File: src/core/sarc_pkg.sv
// constants, register map and types of the converter control block
// assumes a single aclk domain and a 32-bit AXI4-Lite register bus
package sarc_pkg;
  localparam int CODE_W = 10;
  localparam int ACC_W  = 16;
  localparam int ADDR_W = 8;

  localparam logic [7:0] OFF_CTRL   = 8'h00;
  localparam logic [7:0] OFF_CFG    = 8'h04;
  localparam logic [7:0] OFF_ACC    = 8'h08;
  localparam logic [7:0] OFF_PWR    = 8'h0c;
  localparam logic [7:0] OFF_RES_LO = 8'h10;
  localparam logic [7:0] OFF_RES_HI = 8'h14;
  localparam logic [7:0] OFF_GT     = 8'h18;
  localparam logic [7:0] OFF_LT     = 8'h1c;

  localparam int CTRL_EN    = 7;
  localparam int CTRL_BURST = 6;
  localparam int CTRL_DONE  = 5;
  localparam int CTRL_BUSY  = 4;
  localparam int CTRL_WIN   = 3;
  localparam int CFG_DIV_LO = 3;
  localparam int CFG_EIGHT  = 2;
  localparam int CFG_TRACK  = 1;
  localparam int CFG_GAIN   = 0;
  localparam int ACC_TWELVE = 7;
  localparam int PWR_LOWPWR = 7;

  localparam logic [7:0] CTRL_RESET = 8'h00;
  localparam logic [7:0] CFG_RESET  = 8'hf8;
  localparam logic [4:0] DIV_RESET  = 5'h1f;

  localparam logic [2:0] SRC_SOFT = 3'h0;
  localparam logic [2:0] SRC_T0   = 3'h1;
  localparam logic [2:0] SRC_T2   = 3'h2;
  localparam logic [2:0] SRC_T3   = 3'h3;

  localparam logic [3:0] LOW_BIT_FULL  = 4'h0;
  localparam logic [3:0] LOW_BIT_EIGHT = 4'h2;
  localparam logic [3:0] TOP_BIT       = 4'h9;

  localparam logic [1:0] RESP_OKAY   = 2'h0;
  localparam logic [1:0] RESP_SLVERR = 2'h2;

  typedef enum logic [1:0] {
    SARC_IDLE  = 2'b00,
    SARC_TRACK = 2'b01,
    SARC_CONV  = 2'b11,
    SARC_DONE  = 2'b10
  } sarc_state_t;

  // repeat field: 0..5 -> 1,4,8,16,32,64; other codes act as 64
  function automatic logic [6:0] sarc_repeat(input logic [2:0] f);
    unique case (f)
      3'h0:    sarc_repeat = 7'h01;
      3'h1:    sarc_repeat = 7'h04;
      3'h2:    sarc_repeat = 7'h08;
      3'h3:    sarc_repeat = 7'h10;
      3'h4:    sarc_repeat = 7'h20;
      default: sarc_repeat = 7'h40;
    endcase
  endfunction
endpackage

File: src/core/sarc_conv_if.sv
// link between the control logic and the SAR sequencer
// assumes both ends run on the same aclk
`timescale 1ns/1ns
`default_nettype none
interface sarc_conv_if;
  logic              go;
  logic              eight;
  logic [4:0]        div;
  logic              cmp;
  logic              busy;
  logic              done;
  logic [9:0]        code;
  logic [9:0]        trial;
  logic              sample;
  modport ctl  (output go, eight, div, cmp,
                input  busy, done, code, trial, sample);
  modport core (input  go, eight, div, cmp,
                output busy, done, code, trial, sample);
endinterface
`default_nettype wire

File: src/core/sarc_sar.sv
// successive-approximation sequencer: one track tick, then one
// decision per SAR clock; assumes the comparator is valid per tick
`timescale 1ns/1ns
`default_nettype none
module sarc_sar
  import sarc_pkg::*;
(
  input  wire logic    aclk,
  input  wire logic    aresetn,
  input  wire logic    ce,
  sarc_conv_if.core    cv
);
  sarc_state_t state_reg;
  logic [4:0]  div_reg;
  logic [3:0]  idx_reg;
  logic [9:0]  res;
  logic [9:0]  mask;
  logic [3:0]  stop;
  logic        tick;

  assign tick = (div_reg == cv.div);
  assign mask = 10'h001 << idx_reg;
  // unresolved low bits stay zero in the trial word
  assign stop = cv.eight ? LOW_BIT_EIGHT : LOW_BIT_FULL;
  assign res  = cv.cmp ? cv.trial : (cv.trial & ~mask);

  always_ff @(posedge aclk)
  begin
    if (!aresetn)
      div_reg <= 5'h00;
    else if (ce)
      div_reg <= (state_reg == SARC_IDLE || tick) ? 5'h00
                 : div_reg + 5'h01;
  end

  always_ff @(posedge aclk)
  begin
    if (!aresetn)
    begin
      state_reg <= SARC_IDLE;
      idx_reg   <= TOP_BIT;
      cv.trial  <= 10'h000;
      cv.code   <= 10'h000;
      cv.sample <= 1'b0;
    end
    else if (ce)
    begin
      unique case (state_reg)
        SARC_IDLE:
          if (cv.go)
          begin
            state_reg <= SARC_TRACK;
            cv.sample <= 1'b1;
            cv.trial  <= 10'h000;
          end
        SARC_TRACK:
          if (tick)
          begin
            state_reg <= SARC_CONV;
            cv.sample <= 1'b0;
            idx_reg   <= TOP_BIT;
            cv.trial  <= 10'h200;
          end
        SARC_CONV:
          if (tick)
          begin
            // eight-bit stops two decisions earlier
            if (idx_reg == stop)
            begin
              cv.code   <= res;
              state_reg <= SARC_DONE;
            end
            else
            begin
              cv.trial <= res | (mask >> 1);
              idx_reg  <= idx_reg - 4'h1;
            end
          end
        SARC_DONE:
          state_reg <= SARC_IDLE;
      endcase
    end
  end

  always_ff @(posedge aclk)
  begin
    if (!aresetn)
    begin
      cv.done <= 1'b0;
      cv.busy <= 1'b0;
    end
    else if (ce)
    begin
      cv.done <= (state_reg == SARC_CONV) && tick && (idx_reg == stop);
      cv.busy <= (state_reg == SARC_IDLE) ? cv.go
                 : (state_reg != SARC_DONE);
    end
  end
endmodule
`default_nettype wire

File: src/core/sarc_top.sv
// converter control: registers on AXI4-Lite, start selection,
// burst accumulation, resolution modes and window compare
// assumes the analog core samples dac_trial and returns cmp_in
`timescale 1ns/1ns
`default_nettype none
module sarc_top
  import sarc_pkg::*;
(
  input  wire logic              aclk,
  input  wire logic              aresetn,
  input  wire logic              ce,
  input  wire logic [ADDR_W-1:0] s_axi_awaddr,
  input  wire logic              s_axi_awvalid,
  output var  logic              s_axi_awready,
  input  wire logic [31:0]       s_axi_wdata,
  input  wire logic [3:0]        s_axi_wstrb,
  input  wire logic              s_axi_wvalid,
  output var  logic              s_axi_wready,
  output var  logic [1:0]        s_axi_bresp,
  output var  logic              s_axi_bvalid,
  input  wire logic              s_axi_bready,
  input  wire logic [ADDR_W-1:0] s_axi_araddr,
  input  wire logic              s_axi_arvalid,
  output var  logic              s_axi_arready,
  output var  logic [31:0]       s_axi_rdata,
  output var  logic [1:0]        s_axi_rresp,
  output var  logic              s_axi_rvalid,
  input  wire logic              s_axi_rready,
  input  wire logic              timer0_overflow,
  input  wire logic              timer2_overflow,
  input  wire logic              timer3_overflow,
  input  wire logic              external_start_pin,
  input  wire logic              cmp_in,
  output var  logic              gain_select,
  output var  logic              low_power_bias_bit,
  output var  logic              converter_power,
  output wire logic              sample_hold,
  output wire logic [9:0]        dac_trial,
  output var  logic [1:0]        ref_select,
  output var  logic [1:0]        dem_select
);
  sarc_conv_if cv ();

  sarc_sar u_sar (
    .aclk    (aclk),
    .aresetn (aresetn),
    .ce      (ce),
    .cv      (cv)
  );

  function automatic logic reg_hit(input logic [ADDR_W-1:0] a);
    reg_hit = (a[1:0] == 2'b00) && (a <= OFF_LT);
  endfunction

  logic             en_reg, burst_reg, done_reg, win_reg;
  logic [2:0]       src_reg;
  logic [4:0]       div_reg;
  logic             eight_reg, track_reg;
  logic             twelve_reg;
  logic [2:0]       rpt_reg;
  logic [ACC_W-1:0] result_reg, gt_reg, lt_reg, acc_reg;
  logic [6:0]       cnt_reg, run_reg;
  logic             go_reg, ext_prev_reg;
  logic [ADDR_W-1:0] aw_reg;
  logic [31:0]      wd_reg;
  logic [3:0]       ws_reg;
  logic             aw_full, w_full;

  logic             wr_do, wr_ok, wr_ctrl, busy_write;
  logic             trig, start_ok, twelve_active, last_conv;
  logic [6:0]       target;
  logic [ACC_W-1:0] acc_sum, result_next;
  logic [7:0]       ctrl_view;

  assign sample_hold = cv.sample;
  assign dac_trial   = cv.trial;
  assign cv.cmp      = cmp_in;
  assign cv.go       = go_reg;
  assign cv.div      = div_reg;

  // twelve-bit only with burst and a repeat that is a multiple of four
  assign twelve_active = twelve_reg && burst_reg
                         && (rpt_reg != 3'h0);
  assign cv.eight = eight_reg && !twelve_active;
  assign target   = sarc_repeat(rpt_reg);

  // ---------------- AXI4-Lite write side
  assign wr_do = aw_full && w_full && !s_axi_bvalid;
  assign wr_ok = wr_do && reg_hit(aw_reg);
  assign wr_ctrl = wr_ok && (aw_reg == OFF_CTRL) && ws_reg[0];
  assign busy_write = wr_ctrl && wd_reg[CTRL_BUSY];

  always_ff @(posedge aclk)
  begin
    if (!aresetn)
    begin
      aw_full       <= 1'b0;
      w_full        <= 1'b0;
      aw_reg        <= '0;
      wd_reg        <= 32'h0000_0000;
      ws_reg        <= 4'h0;
      s_axi_awready <= 1'b0;
      s_axi_wready  <= 1'b0;
      s_axi_bvalid  <= 1'b0;
      s_axi_bresp   <= RESP_OKAY;
    end
    else if (ce)
    begin
      s_axi_awready <= !aw_full && !s_axi_awready;
      s_axi_wready  <= !w_full && !s_axi_wready;
      if (s_axi_awvalid && s_axi_awready)
      begin
        aw_full <= 1'b1;
        aw_reg  <= s_axi_awaddr;
      end
      if (s_axi_wvalid && s_axi_wready)
      begin
        w_full <= 1'b1;
        wd_reg <= s_axi_wdata;
        ws_reg <= s_axi_wstrb;
      end
      if (wr_do)
      begin
        aw_full      <= 1'b0;
        w_full       <= 1'b0;
        s_axi_bvalid <= 1'b1;
        s_axi_bresp  <= reg_hit(aw_reg) ? RESP_OKAY : RESP_SLVERR;
      end
      else if (s_axi_bready)
        s_axi_bvalid <= 1'b0;
    end
  end

  // ---------------- register storage
  always_ff @(posedge aclk)
  begin
    if (!aresetn)
    begin
      en_reg       <= CTRL_RESET[CTRL_EN];
      burst_reg    <= CTRL_RESET[CTRL_BURST];
      src_reg      <= CTRL_RESET[2:0];
      div_reg      <= DIV_RESET;
      eight_reg    <= CFG_RESET[CFG_EIGHT];
      track_reg    <= CFG_RESET[CFG_TRACK];
      gain_select  <= CFG_RESET[CFG_GAIN];
      twelve_reg   <= 1'b0;
      rpt_reg      <= 3'h0;
      low_power_bias_bit <= 1'b0;
      gt_reg       <= '0;
      lt_reg       <= '0;
    end
    else if (ce && wr_ok)
    begin
      unique case (aw_reg)
        OFF_CTRL:
          if (ws_reg[0])
          begin
            en_reg    <= wd_reg[CTRL_EN];
            burst_reg <= wd_reg[CTRL_BURST];
            src_reg   <= wd_reg[2:0];
          end
        OFF_CFG:
          if (ws_reg[0])
          begin
            div_reg     <= wd_reg[7:CFG_DIV_LO];
            eight_reg   <= wd_reg[CFG_EIGHT];
            track_reg   <= wd_reg[CFG_TRACK];
            gain_select <= wd_reg[CFG_GAIN];
          end
        OFF_ACC:
          if (ws_reg[0])
          begin
            twelve_reg <= wd_reg[ACC_TWELVE];
            rpt_reg    <= wd_reg[2:0];
          end
        OFF_PWR:
          if (ws_reg[0])
            low_power_bias_bit <= wd_reg[PWR_LOWPWR];
        OFF_GT:
        begin
          if (ws_reg[0]) gt_reg[7:0]  <= wd_reg[7:0];
          if (ws_reg[1]) gt_reg[15:8] <= wd_reg[15:8];
        end
        OFF_LT:
        begin
          if (ws_reg[0]) lt_reg[7:0]  <= wd_reg[7:0];
          if (ws_reg[1]) lt_reg[15:8] <= wd_reg[15:8];
        end
        default: ;
      endcase
    end
  end

  // ---------------- start selection
  always_comb
  begin
    unique casez (src_reg)
      SRC_SOFT: trig = busy_write;
      SRC_T0:   trig = timer0_overflow;
      SRC_T2:   trig = timer2_overflow;
      SRC_T3:   trig = timer3_overflow;
      default:  trig = external_start_pin && !ext_prev_reg;
    endcase
  end

  // in burst mode software and timer starts launch a whole burst; an external edge launches one conversion
  // a start while a run is pending is dropped
  assign start_ok = trig && (en_reg || burst_reg)
                    && (run_reg == 7'h00) && !cv.busy
                    && !go_reg;

  // ---------------- conversion sequencing and accumulation
  assign acc_sum   = acc_reg + {{(ACC_W-CODE_W){1'b0}}, cv.code};
  assign last_conv = (cnt_reg + 7'h01) == target;
  // sums of 10-bit codes: four give at most 4092, sixteen fit 14 bits
  assign result_next = cv.eight ? {acc_sum[9:2], 8'h00}
                       : acc_sum;

  always_ff @(posedge aclk)
  begin
    if (!aresetn)
      ext_prev_reg <= 1'b0;
    else if (ce)
      ext_prev_reg <= external_start_pin;
  end

  always_ff @(posedge aclk)
  begin
    if (!aresetn)
    begin
      run_reg <= 7'h00;
      go_reg  <= 1'b0;
    end
    else if (ce)
    begin
      // an external edge in burst mode still launches one conversion
      if (start_ok)
        run_reg <= (burst_reg && !src_reg[2]) ? target : 7'h01;
      else if (go_reg)
        run_reg <= run_reg - 7'h01;
      go_reg <= !go_reg && !cv.busy && (run_reg != 7'h00);
    end
  end

  always_ff @(posedge aclk)
  begin
    if (!aresetn)
    begin
      acc_reg    <= '0;
      cnt_reg    <= 7'h00;
      result_reg <= '0;
    end
    else if (ce)
    begin
      if (start_ok && cnt_reg == 7'h00)
        acc_reg <= '0;
      else if (cv.done)
      begin
        acc_reg <= acc_sum;
        if (last_conv)
        begin
          cnt_reg    <= 7'h00;
          result_reg <= result_next;
        end
        else
          cnt_reg <= cnt_reg + 7'h01;
      end
    end
  end

  // reference and element arrangement differ for each of four passes
  always_ff @(posedge aclk)
  begin
    if (!aresetn)
    begin
      ref_select      <= 2'h0;
      dem_select      <= 2'h0;
      converter_power <= 1'b0;
    end
    else if (ce)
    begin
      if (go_reg)
      begin
        ref_select <= twelve_active ? cnt_reg[1:0] : 2'h0;
        dem_select <= twelve_active ? {cnt_reg[0], ~cnt_reg[1]}
                      : 2'h0;
      end
      // in burst the core sleeps between runs unless enabled
      converter_power <= en_reg || cv.busy || go_reg
                         || (run_reg != 7'h00);
    end
  end

  // ---------------- sticky flags: hardware set beats software clear
  always_ff @(posedge aclk)
  begin
    if (!aresetn)
    begin
      done_reg <= CTRL_RESET[CTRL_DONE];
      win_reg  <= CTRL_RESET[CTRL_WIN];
    end
    else if (ce)
    begin
      if (cv.done && last_conv)
        done_reg <= 1'b1;
      else if (wr_ctrl)
        done_reg <= wd_reg[CTRL_DONE];
      if (cv.done && last_conv && (result_next > gt_reg)
          && (result_next < lt_reg))
        win_reg <= 1'b1;
      else if (wr_ctrl)
        win_reg <= wd_reg[CTRL_WIN];
    end
  end

  // ---------------- AXI4-Lite read side
  assign ctrl_view = {en_reg, burst_reg, done_reg,
                      cv.busy || go_reg || (run_reg != 7'h00),
                      win_reg, src_reg};

  always_ff @(posedge aclk)
  begin
    if (!aresetn)
    begin
      s_axi_arready <= 1'b0;
      s_axi_rvalid  <= 1'b0;
      s_axi_rdata   <= 32'h0000_0000;
      s_axi_rresp   <= RESP_OKAY;
    end
    else if (ce)
    begin
      s_axi_arready <= !s_axi_rvalid && !s_axi_arready;
      if (s_axi_arvalid && s_axi_arready)
      begin
        s_axi_rvalid <= 1'b1;
        s_axi_rresp  <= reg_hit(s_axi_araddr) ? RESP_OKAY : RESP_SLVERR;
        unique case (s_axi_araddr)
          OFF_CTRL:   s_axi_rdata <= {24'h0, ctrl_view};
          OFF_CFG:    s_axi_rdata <= {24'h0, div_reg, eight_reg,
                                      track_reg, gain_select};
          OFF_ACC:    s_axi_rdata <= {24'h0, twelve_reg, 4'h0, rpt_reg};
          OFF_PWR:    s_axi_rdata <= {24'h0, low_power_bias_bit, 7'h0};
          OFF_RES_LO: s_axi_rdata <= {24'h0, result_reg[7:0]};
          OFF_RES_HI: s_axi_rdata <= {24'h0, result_reg[15:8]};
          OFF_GT:     s_axi_rdata <= {16'h0, gt_reg};
          OFF_LT:     s_axi_rdata <= {16'h0, lt_reg};
          default:    s_axi_rdata <= 32'h0000_0000;
        endcase
      end
      else if (s_axi_rready)
        s_axi_rvalid <= 1'b0;
    end
  end
endmodule
`default_nettype wire

File: config.mk
export PLATFORM = sky130hd
export DESIGN_NAME = sarc_top
export DESIGN_NICKNAME = d
export VERILOG_FILES = /design/src/core/sarc_pkg.sv /design/src/core/sarc_conv_if.sv /design/src/core/sarc_sar.sv /design/src/core/sarc_top.sv
export SDC_FILE = /design/constraint.sdc
export NUM_CORES = 1
export LEC_CHECK = 0
export BUFFER_PORTS_ARGS = -buffer_cell sky130_fd_sc_hd__clkbuf_2
export CAP_MARGIN = 10
export CORE_UTILIZATION = 60
export DETAILED_ROUTE_END_ITERATION = 10
export HOLD_SLACK_MARGIN = 0.1
export MAX_ROUTING_LAYER = met4
export PLACE_DENSITY = 0.82
export REMOVE_ABC_BUFFERS = 1
export SLEW_MARGIN = 15
export SYNTH_ARGS = -nofsm -noshare
export SYNTH_HDL_FRONTEND = slang
export SYNTH_SLANG_ARGS = --single-unit
File: constraint.sdc
create_clock -name aclk -period 8.5 [get_ports aclk]
set_input_delay 1.275 -clock aclk [delete_from_list [all_inputs] [get_ports aclk]]
set_output_delay 1.275 -clock aclk [all_outputs]
set_load 0.02 [all_outputs]
==> results of run 1 <==
## worst reg2reg max path, stage by stage (launching register included)
cell and delay [ns]:
dfxtp_1 0.33, ha_1 0.23, fa_1 0.43, a211oi_1 0.35, o21ai_0 0.22, a311oi_1 0.63, xor2_1 0.13, o21ai_0 0.49
ha_1 0.36, and4_1 0.24, a221o_1 0.36, a21oi_1 0.21, a21boi_0 0.16, a311oi_1 0.30, a211oi_1 0.08
## worst paths after layout
kind | startpoint | end | slack (ns) | depth (start not counted)
setup / recovery | u_sar.cv.code[0]$_SDFFE_PN0P_ | win_reg$_SDFFE_PN0P_ | 3.82 | 14
hold / removal | s_axi_rdata[10]$_SDFFE_PN0P_ | s_axi_rdata[10]$_SDFFE_PN0P_ | 0.45 | 2
setup reg to reg | u_sar.cv.code[0]$_SDFFE_PN0P_ | win_reg$_SDFFE_PN0P_ | 3.82 | 14
hold reg to reg | s_axi_rdata[10]$_SDFFE_PN0P_ | s_axi_rdata[10]$_SDFFE_PN0P_ | 0.45 | 2
## area by class of cell
type,instances,area share (%)
clock buffers,19,4.01
clock inverters,12,1.22
multi-input cells,981,51.9
flip-flops and latches,189,34.2
repair buffers,94,4.41
inverters,52,1.79
well taps,220,2.49
## report_power, final
group	leakage (uW)	switching, uW	internal, uW
registers	0.00152	9.55	894
clock network	0.000278	345	443
logic	0.00239	66.0	31.7
## stage by stage
step	setup WS, ns	instance area [um2]	total power (uW)	util, %
after CTS	3.87	11100	1800	66.9
after global placement	4.09	10500	1020	63.4
after detailed placement	3.96	10500	1020	63.4
after global routing	3.56	11100	1840	66.9
final	3.82	11100	1790	66.9
after floorplan	4.30	9710	977	-
## layer usage
layer	vias up	global-route usage, %	part of all wire (%)
li1	4562	-	-
met1	4369	42.0	45
met2	384	47.0	45
met3	52	4.65	7.2
met4	0	12.0	2.4
met5	-	-	0
## Yosys cell counts (12+ instances only)
cell and n:
o21a_1 12, nor3_1 27, ha_1 50, inv_1 51
a21oi_1 171, xnor2_1 16, nand3_1 38, nand2_1 226
clkbuf_1 50, o21ai_0 48, or3_1 18, mux2i_1 48
dfxtp_1 189, and3_1 13, nor2_1 115, buf_4 22
a22oi_1 13
## cells by family (layout without fill, tap and decap cells)
| family | Yosys count | in the layout |
|---|---|---|
| multiplexers | 50 | 50 |
| flip-flops | 189 | 189 |
| adder cells (fa/ha/maj) | 51 | 51 |
| other | 1 | 18 |
| AO/OA/AOI/OAI | 327 | 327 |
| AND/OR/NAND/NOR | 507 | 507 |
| XOR/XNOR | 28 | 28 |
| buffers and inverters | 144 | 177 |
==> results.md, run 1 <==
- Full die area: 17400 um2
- Final hold vios: 0
- Unrepaired setup endpoints after global routing: false
- Fin Setup TNS: 0 ns
- Die Wd: 132 um
- Crit path max-delay family: compound AO/OA/AOI/OAI gates
- # IOs: 124
- Post-synth top area share: 37.5%
- PortBufs: 87
- Root buf cell: clkbuf_16
- Main combinational cell family by area after synthesis: simple AND/OR/NAND/NOR gates
- CP max-delay cell: a311oi_1
- Core Box Area: 16500 um2
- Main flop type after synthesis: dfxtp_1
- Reg area: 3780 um2
- Outcome: finished, final reports clean
- Max Slew Vio Count: 0
- DRT Pass-1 Iters: 6
- Syn Inst Count: 1297
- Residual DRC: 0
- Diode count: 0
- Cell taking the most area after synthesis: dfxtp_1
- Clk_skew: 0.0108 ns
- CP Buf/Inv Count: 0
- Clk pin slew, worst setup/hold paths: 0.07 ns
- Leading cell type in the layout, fill and taps excluded: nand2_1
- Syn Area/Cell: 7.79 um2
- DP Cell Count: 1536
- Final net count: 1451
- Synth warn: 0
- Layout cells sized above 1: 10.3%
- Crit start category: register
- Total grt overflow: 0
- CP Capture Type: register
- Via count: 9367
- Area contributors post-synth: dfxtp_1 (37%), a21oi_1 (8.5%), nand2_1 (8.4%)
- Largest net degree at the start of global routing: 85
- Initial antenna violation count: 0
- Synth Area in XOR/XNOR: 2.56%
- Proportion of synthesized area in mux cells: 4.98%
- Register bit total from synthesis: 189
- Synthesized cell area: 10100 um2
- CTS sink count: 189
- Drt first-iter violations: 936
- Peak supply drop: 0.135 mV
- # rows: 47
- Post-CTS setup buffers: 0
- H-tree depth: 4
- Crit-path cells: ha_1 > fa_1 > a211oi_1 > o21ai_0 > a311oi_1 > xor2_1 > o21ai_0 > ha_1 > and4_1 > a221o_1 > a21oi_1 > a21boi_0 > a311oi_1 > a211oi_1
- Post-DP HPWL: 18400 um
- Tot GR Track Use: 31.1%
- Post-synthesis compound-gate area fraction: 19.5%
- Layout Cells excl Fill: 1567
- Simple-Gate Fraction of Synth Area: 22.6%
- Filler instances: 1389
- Footprint of the multi-input gates: 5730 um2
- Critical Path Max Stage Delay: 0.63 ns
- Static leakage: 0.00419 uW
- Setup violations, final: 0
- CTS max path bufs: 2
- Max-Cap Viols: 0
- Most frequent cells in the layout: nand2_1 (226), dfxtp_1 (189), a21oi_1 (171), nor2_1 (115), clkbuf_2 (87)
- Slew of the pin with the lowest slew margin: 1.22 ns
- WL/cell: 16.5 um
- Cts hold-fix bufs: 0
- Pwr/cell area: 162 nW/um2
- Class of the worst hold path: register to register
- Critical Path RT: 8.77 ns
- Routed Antenna Nets: 0
- Routability congestion estimate: 0.940
- First-pass GRT wire length: 42100 um
- Seq/Total Area, Yosys: 37.5%
- Initial Util: 61.1%
- Worst slew margin: 18.3%
- Hold slack: 0.449 ns
- Resize count post-CTS: 0
- Clock Latency Late Sink: 0.42 ns
- Crit-path max FO: 5
- Vias/cell: 5.98
- Cell variety after synth: 69
- Fraction of the cycle the final worst path needs: 55.1%
- Post-synth EDFFs: 0
- Cts bufs inserted: 17
- Area Growth Syn to Fin: 9.46%
- Die span in y: 132 um
- TritonCTS clock tree: built
- Vias in the first global route: 8444
- Setup CP Type: register to register
- Minimum clock period: 4.68 ns
- F_max: 214 MHz
- Ys async rst share: 0%
- Total Routed Length: 25900 um
- Crit path DAT: 4.95 ns
- Adder-Cell Fraction of Synth Area: 6.39%
(Power assumes the default switching activity.)
==> run 2: changes to the inputs <==
ABC_AREA = 1   (was default)
CORE_UTILIZATION = 53   (was 60)
PLACE_DENSITY = 0.77   (was 0.82)
clock period = 4 ns   (was 8.5 ns; I/O delays follow)
==> run 2 against run 1 <==
Compared with the run above: combinational power grew 75%; register-to-register slack worse by 3.2 ns; critical path depth rose by 6; clock-buffer cell count did not move; highest routed layer unchanged; power rose by 110%; sequential share of layout area rose by 0.12 points; via count rose by 0.17%.
==> results.md, run 2 <==
- Post-DP HPWL: 18600 um (was 18400 um)
- CP max-delay cell: fa_1 (was a311oi_1)
- Class of the worst hold path: input port to register (was register to register)
- Register-to-Register Path Depth: 20 (was 14)
- Area contributors post-synth: dfxtp_1 (38%), nand2_1 (12%), a21oi_1 (9.1%) (was dfxtp_1 (37%), a21oi_1 (8.5%), nand2_1 (8.4%))
- Residual DRC: 0 (unchanged)
- Vias in the first global route: 8365 (was 8444)
- Comb power frac: 4.5% (was 5.5%)
- Largest net degree at the start of global routing: 80 (was 85)
- Count leader, synth: nand2_1 (unchanged)
- Design area: 11000 um2 (was 11100 um2)
- Cts hold-fix bufs: 0 (unchanged)
- Fraction of the cycle the final worst path needs: 84.6% (was 55.1%)
- Register bit total from synthesis: 189 (unchanged)
- Hold slack: 0.403 ns (was 0.449 ns)
- Post-synth EDFFs: 0 (unchanged)
- Routability congestion estimate: 0.970 (was 0.940)
- Cts bufs inserted: 17 (unchanged)
- Outcome: finished, final reports clean (unchanged)
- Final net count: 1601 (was 1451)
- Clk_skew: 0.0113 ns (was 0.0108 ns)
- Seq/Total Area, Yosys: 38.1% (was 37.5%)
- Via count: 9383 (was 9367)
- CTS max path bufs: 2 (unchanged)
- Pwr/cell area: 343 nW/um2 (was 162 nW/um2)
- Simple-Gate Fraction of Synth Area: 23.7% (was 22.6%)
- Worst slew margin: 47.1% (was 18.3%)
- Cell variety after synth: 43 (was 69)
- Total grt overflow: 0 (unchanged)
- Crit-path cells: ha_1 > fa_1 > nand3_1 > nand2_1 > nand2_1 > nand2_1 > a21boi_0 > nand2_1 > nand3_1 > nand2_1 > ha_1 > nand4_1 > nor2_1 > nand2_1 > nand3b_1 > nor2_1 > nand4_1 > nor2_1 > nand2_1 > a21oi_1 (was ha_1 > fa_1 > a211oi_1 > o21ai_0 > a311oi_1 > xor2_1 > o21ai_0 > ha_1 > and4_1 > a221o_1 > a21oi_1 > a21boi_0 > a311oi_1 > a211oi_1)
- Reg power frac: 50.7% (was 50.5%)
- Hold path start: s_axi_awaddr[1] (was s_axi_rdata[10]$_SDFFE_PN0P_)
- Routed Antenna Nets: 0 (unchanged)
- Internal: 2850 uW (was 1370 uW)
- Slew of the pin with the lowest slew margin: 0.792 ns (was 1.22 ns)
- Fin Setup TNS: 0 ns (unchanged)
- Max-Cap Viols: 0 (unchanged)
- Cell taking the most area after synthesis: dfxtp_1 (unchanged)
- Critical Path Max Stage Delay: 0.41 ns (was 0.63 ns)
- Crit-path max FO: 4 (was 5)
- Final hold vios: 0 (unchanged)
- Die span in y: 139 um (was 132 um)
- Synthesized cell area: 9930 um2 (was 10100 um2)
- Unrepaired setup endpoints after global routing: false (unchanged)
- Adder-Cell Fraction of Synth Area: 6.50% (was 6.39%)
- Flop2flop setup slack: 0.62 ns (was 3.82 ns)
- Tot GR Track Use: 27.6% (was 31.1%)
- P_sw: 921 uW (was 421 uW)
- First-pass GRT wire length: 41600 um (was 42100 um)
- Crit path DAT: 3.76 ns (was 4.95 ns)
- # rows: 49 (was 47)
- H-tree depth: 4 (unchanged)
- DRT Pass-1 Iters: 8 (was 6)
- Proportion of synthesized area in mux cells: 0% (was 4.98%)
- Crit start category: register (unchanged)
- Initial antenna violation count: 0 (unchanged)
- Static leakage: 0.00481 uW (was 0.00419 uW)
- Vias/cell: 5.43 (was 5.98)
- Hold depth: 3 (was 2)
- Net Sw Frac: 24.4% (was 23.5%)
- Root buf cell: clkbuf_16 (unchanged)
- Synth cell count leaders: nand2_1 (310), dfxtp_1 (189), a21oi_1 (180) (was nand2_1 (226), dfxtp_1 (189), a21oi_1 (171))
- Initial Util: 54.7% (was 61.1%)
- Minimum clock period: 3.38 ns (was 4.68 ns)
- Syn Inst Count: 1422 (was 1297)
- TritonCTS clock tree: built (unchanged)
- CP dominant cell by count: nand2_1
- Leading cell type in the layout, fill and taps excluded: nand2_1 (unchanged)
- CTS sink count: 189 (unchanged)
- Most frequent cells in the layout: nand2_1 (310), dfxtp_1 (189), a21oi_1 (180), inv_1 (168), o21ai_0 (110) (was nand2_1 (226), dfxtp_1 (189), a21oi_1 (171), nor2_1 (115), clkbuf_2 (87))
- Setup violations, final: 0 (unchanged)
- Synth Area in XOR/XNOR: 1.76% (was 2.56%)
- Core Box Area: 18100 um2 (was 16500 um2)
- Main combinational cell family by area after synthesis: simple AND/OR/NAND/NOR gates (unchanged)
- Area Growth Syn to Fin: 10.9% (was 9.46%)
- Synth warn: 0 (unchanged)
- Endpoint, Worst Hold: aw_reg[1]$_SDFFE_PN0P_ (was s_axi_rdata[10]$_SDFFE_PN0P_)
- Resize count post-CTS: 0 (unchanged)
- Drt first-iter violations: 691 (was 936)
- # IOs: 124 (unchanged)
- F_max: 295 MHz (was 214 MHz)
- Post-CTS setup buffers: 0 (unchanged)
- Die Wd: 139 um (was 132 um)
- Final Total Pwr: 3770 uW (was 1790 uW)
- Clock Latency Late Sink: 0.44 ns (was 0.42 ns)
- Diode count: 0 (unchanged)
- Clock network fraction of total power: 44.7% (was 44.1%)
- PortBufs: 87 (unchanged)
- Critical Path RT: 4.37 ns (was 8.77 ns)
- Critical path launch point: u_sar.cv.code[0]$_SDFFE_PN0P_ (unchanged)
- Max Slew Vio Count: 0 (unchanged)
- Total Routed Length: 25400 um (was 25900 um)
- CP Capture Type: register (unchanged)
- Main flop type after synthesis: dfxtp_1 (unchanged)
- Syn Area/Cell: 6.98 um2 (was 7.79 um2)
- Setup CP Type: register to register (unchanged)
- Peak supply drop: 0.287 mV (was 0.135 mV)
- Layout cells sized above 1: 10.3% (about the same)
- Ys async rst share: 0% (unchanged)
- R2R Path End: win_reg$_SDFFE_PN0P_ (unchanged)
- Full die area: 19300 um2 (was 17400 um2)
- Clk pin slew, worst setup/hold paths: 0.07 ns (about the same)
- Post-synth top area share: 38.1% (was 37.5%)
- WL/cell: 14.7 um (was 16.5 um)
- Post-synthesis compound-gate area fraction: 19.4% (was 19.5%)
- Placed Area: 10400 um2 (was 10500 um2)
- Crit Reg-Reg Startpoint: u_sar.cv.code[0]$_SDFFE_PN0P_ (unchanged)
## run 2: cell count changes after synthesis, moves of 14 or more
cell / change
nand3_1: +45
o21ai_0: +62
mux2i_1: -48
or3_1: -18
inv_1: +118
nand2_1: +84
o22ai_1: +15
clkbuf_1: -14
## run 2: worst max path at each step
stage / end / cells after the start
final: win_reg$_SDFFE_PN0P_ / 20
after global routing: win_reg$_SDFFE_PN0P_ / 20
after CTS: win_reg$_SDFFE_PN0P_ / 20
after detailed placement: win_reg$_SDFFE_PN0P_ / 22
after global placement: win_reg$_SDFFE_PN0P_ / 22
after floorplan: win_reg$_SDFFE_PN0P_ / 22
## run 2: cell families (layout without fill, tap and decap cells)
family,Yosys count,in the layout
fa+ha+maj,51,51
flops,189,189
xor+xnor,20,20
buf+inv,249,308
simple gates,554,554
other cells,1,18
compound gates,358,358
## run 2: metrics by stage
stage	setup slack, ns	instances	utilization [%]
final	0.615	1727	60.7
after global placement	0.788	1695	57.5
after detailed placement	0.690	1695	57.5
after CTS	0.630	1727	60.7
after floorplan	1.21	1367	-
after global routing	0.337	1727	60.7
## run 2: per-layer routing
layer	GRT usage (%)	vias up	part of all wire, %
li1	-	4794	-
met1	37.4	4223	47
met2	42.1	320	44
met3	4.35	46	6.1
met4	8.65	0	2.4
met5	-	-	0
## run 2: power groups by stage
| stage | clock network, uW | logic [uW] | registers (uW) |
|---|---|---|---|
| detailed placement | 0 | 169 | 1960 |
| global route | 1790 | 190 | 1920 |
| floorplan | 0 | 86.4 | 1960 |
| finish | 1690 | 171 | 1910 |
| global placement | 0 | 166 | 1960 |
| CTS | 1710 | 170 | 1910 |
## run 2: cell type report
type	count	area, um2
clock buffers	19	453
clock inverters	13	131
fillers	1694	7130
inverters	177	664
multi-input cells	1001	5170
flip-flops and latches	189	3780
well taps	229	287
repair buffers	99	526
## run 2: worst max-delay path, delay by kind of cell (launching register included)
kind / cells / cell delay, ns
adder cells (fa/ha/maj): 3 / 0.96
AND/OR/NAND/NOR: 15 / 1.53
flip-flops: 1 / 0.32
AO/OA/AOI/OAI: 2 / 0.51
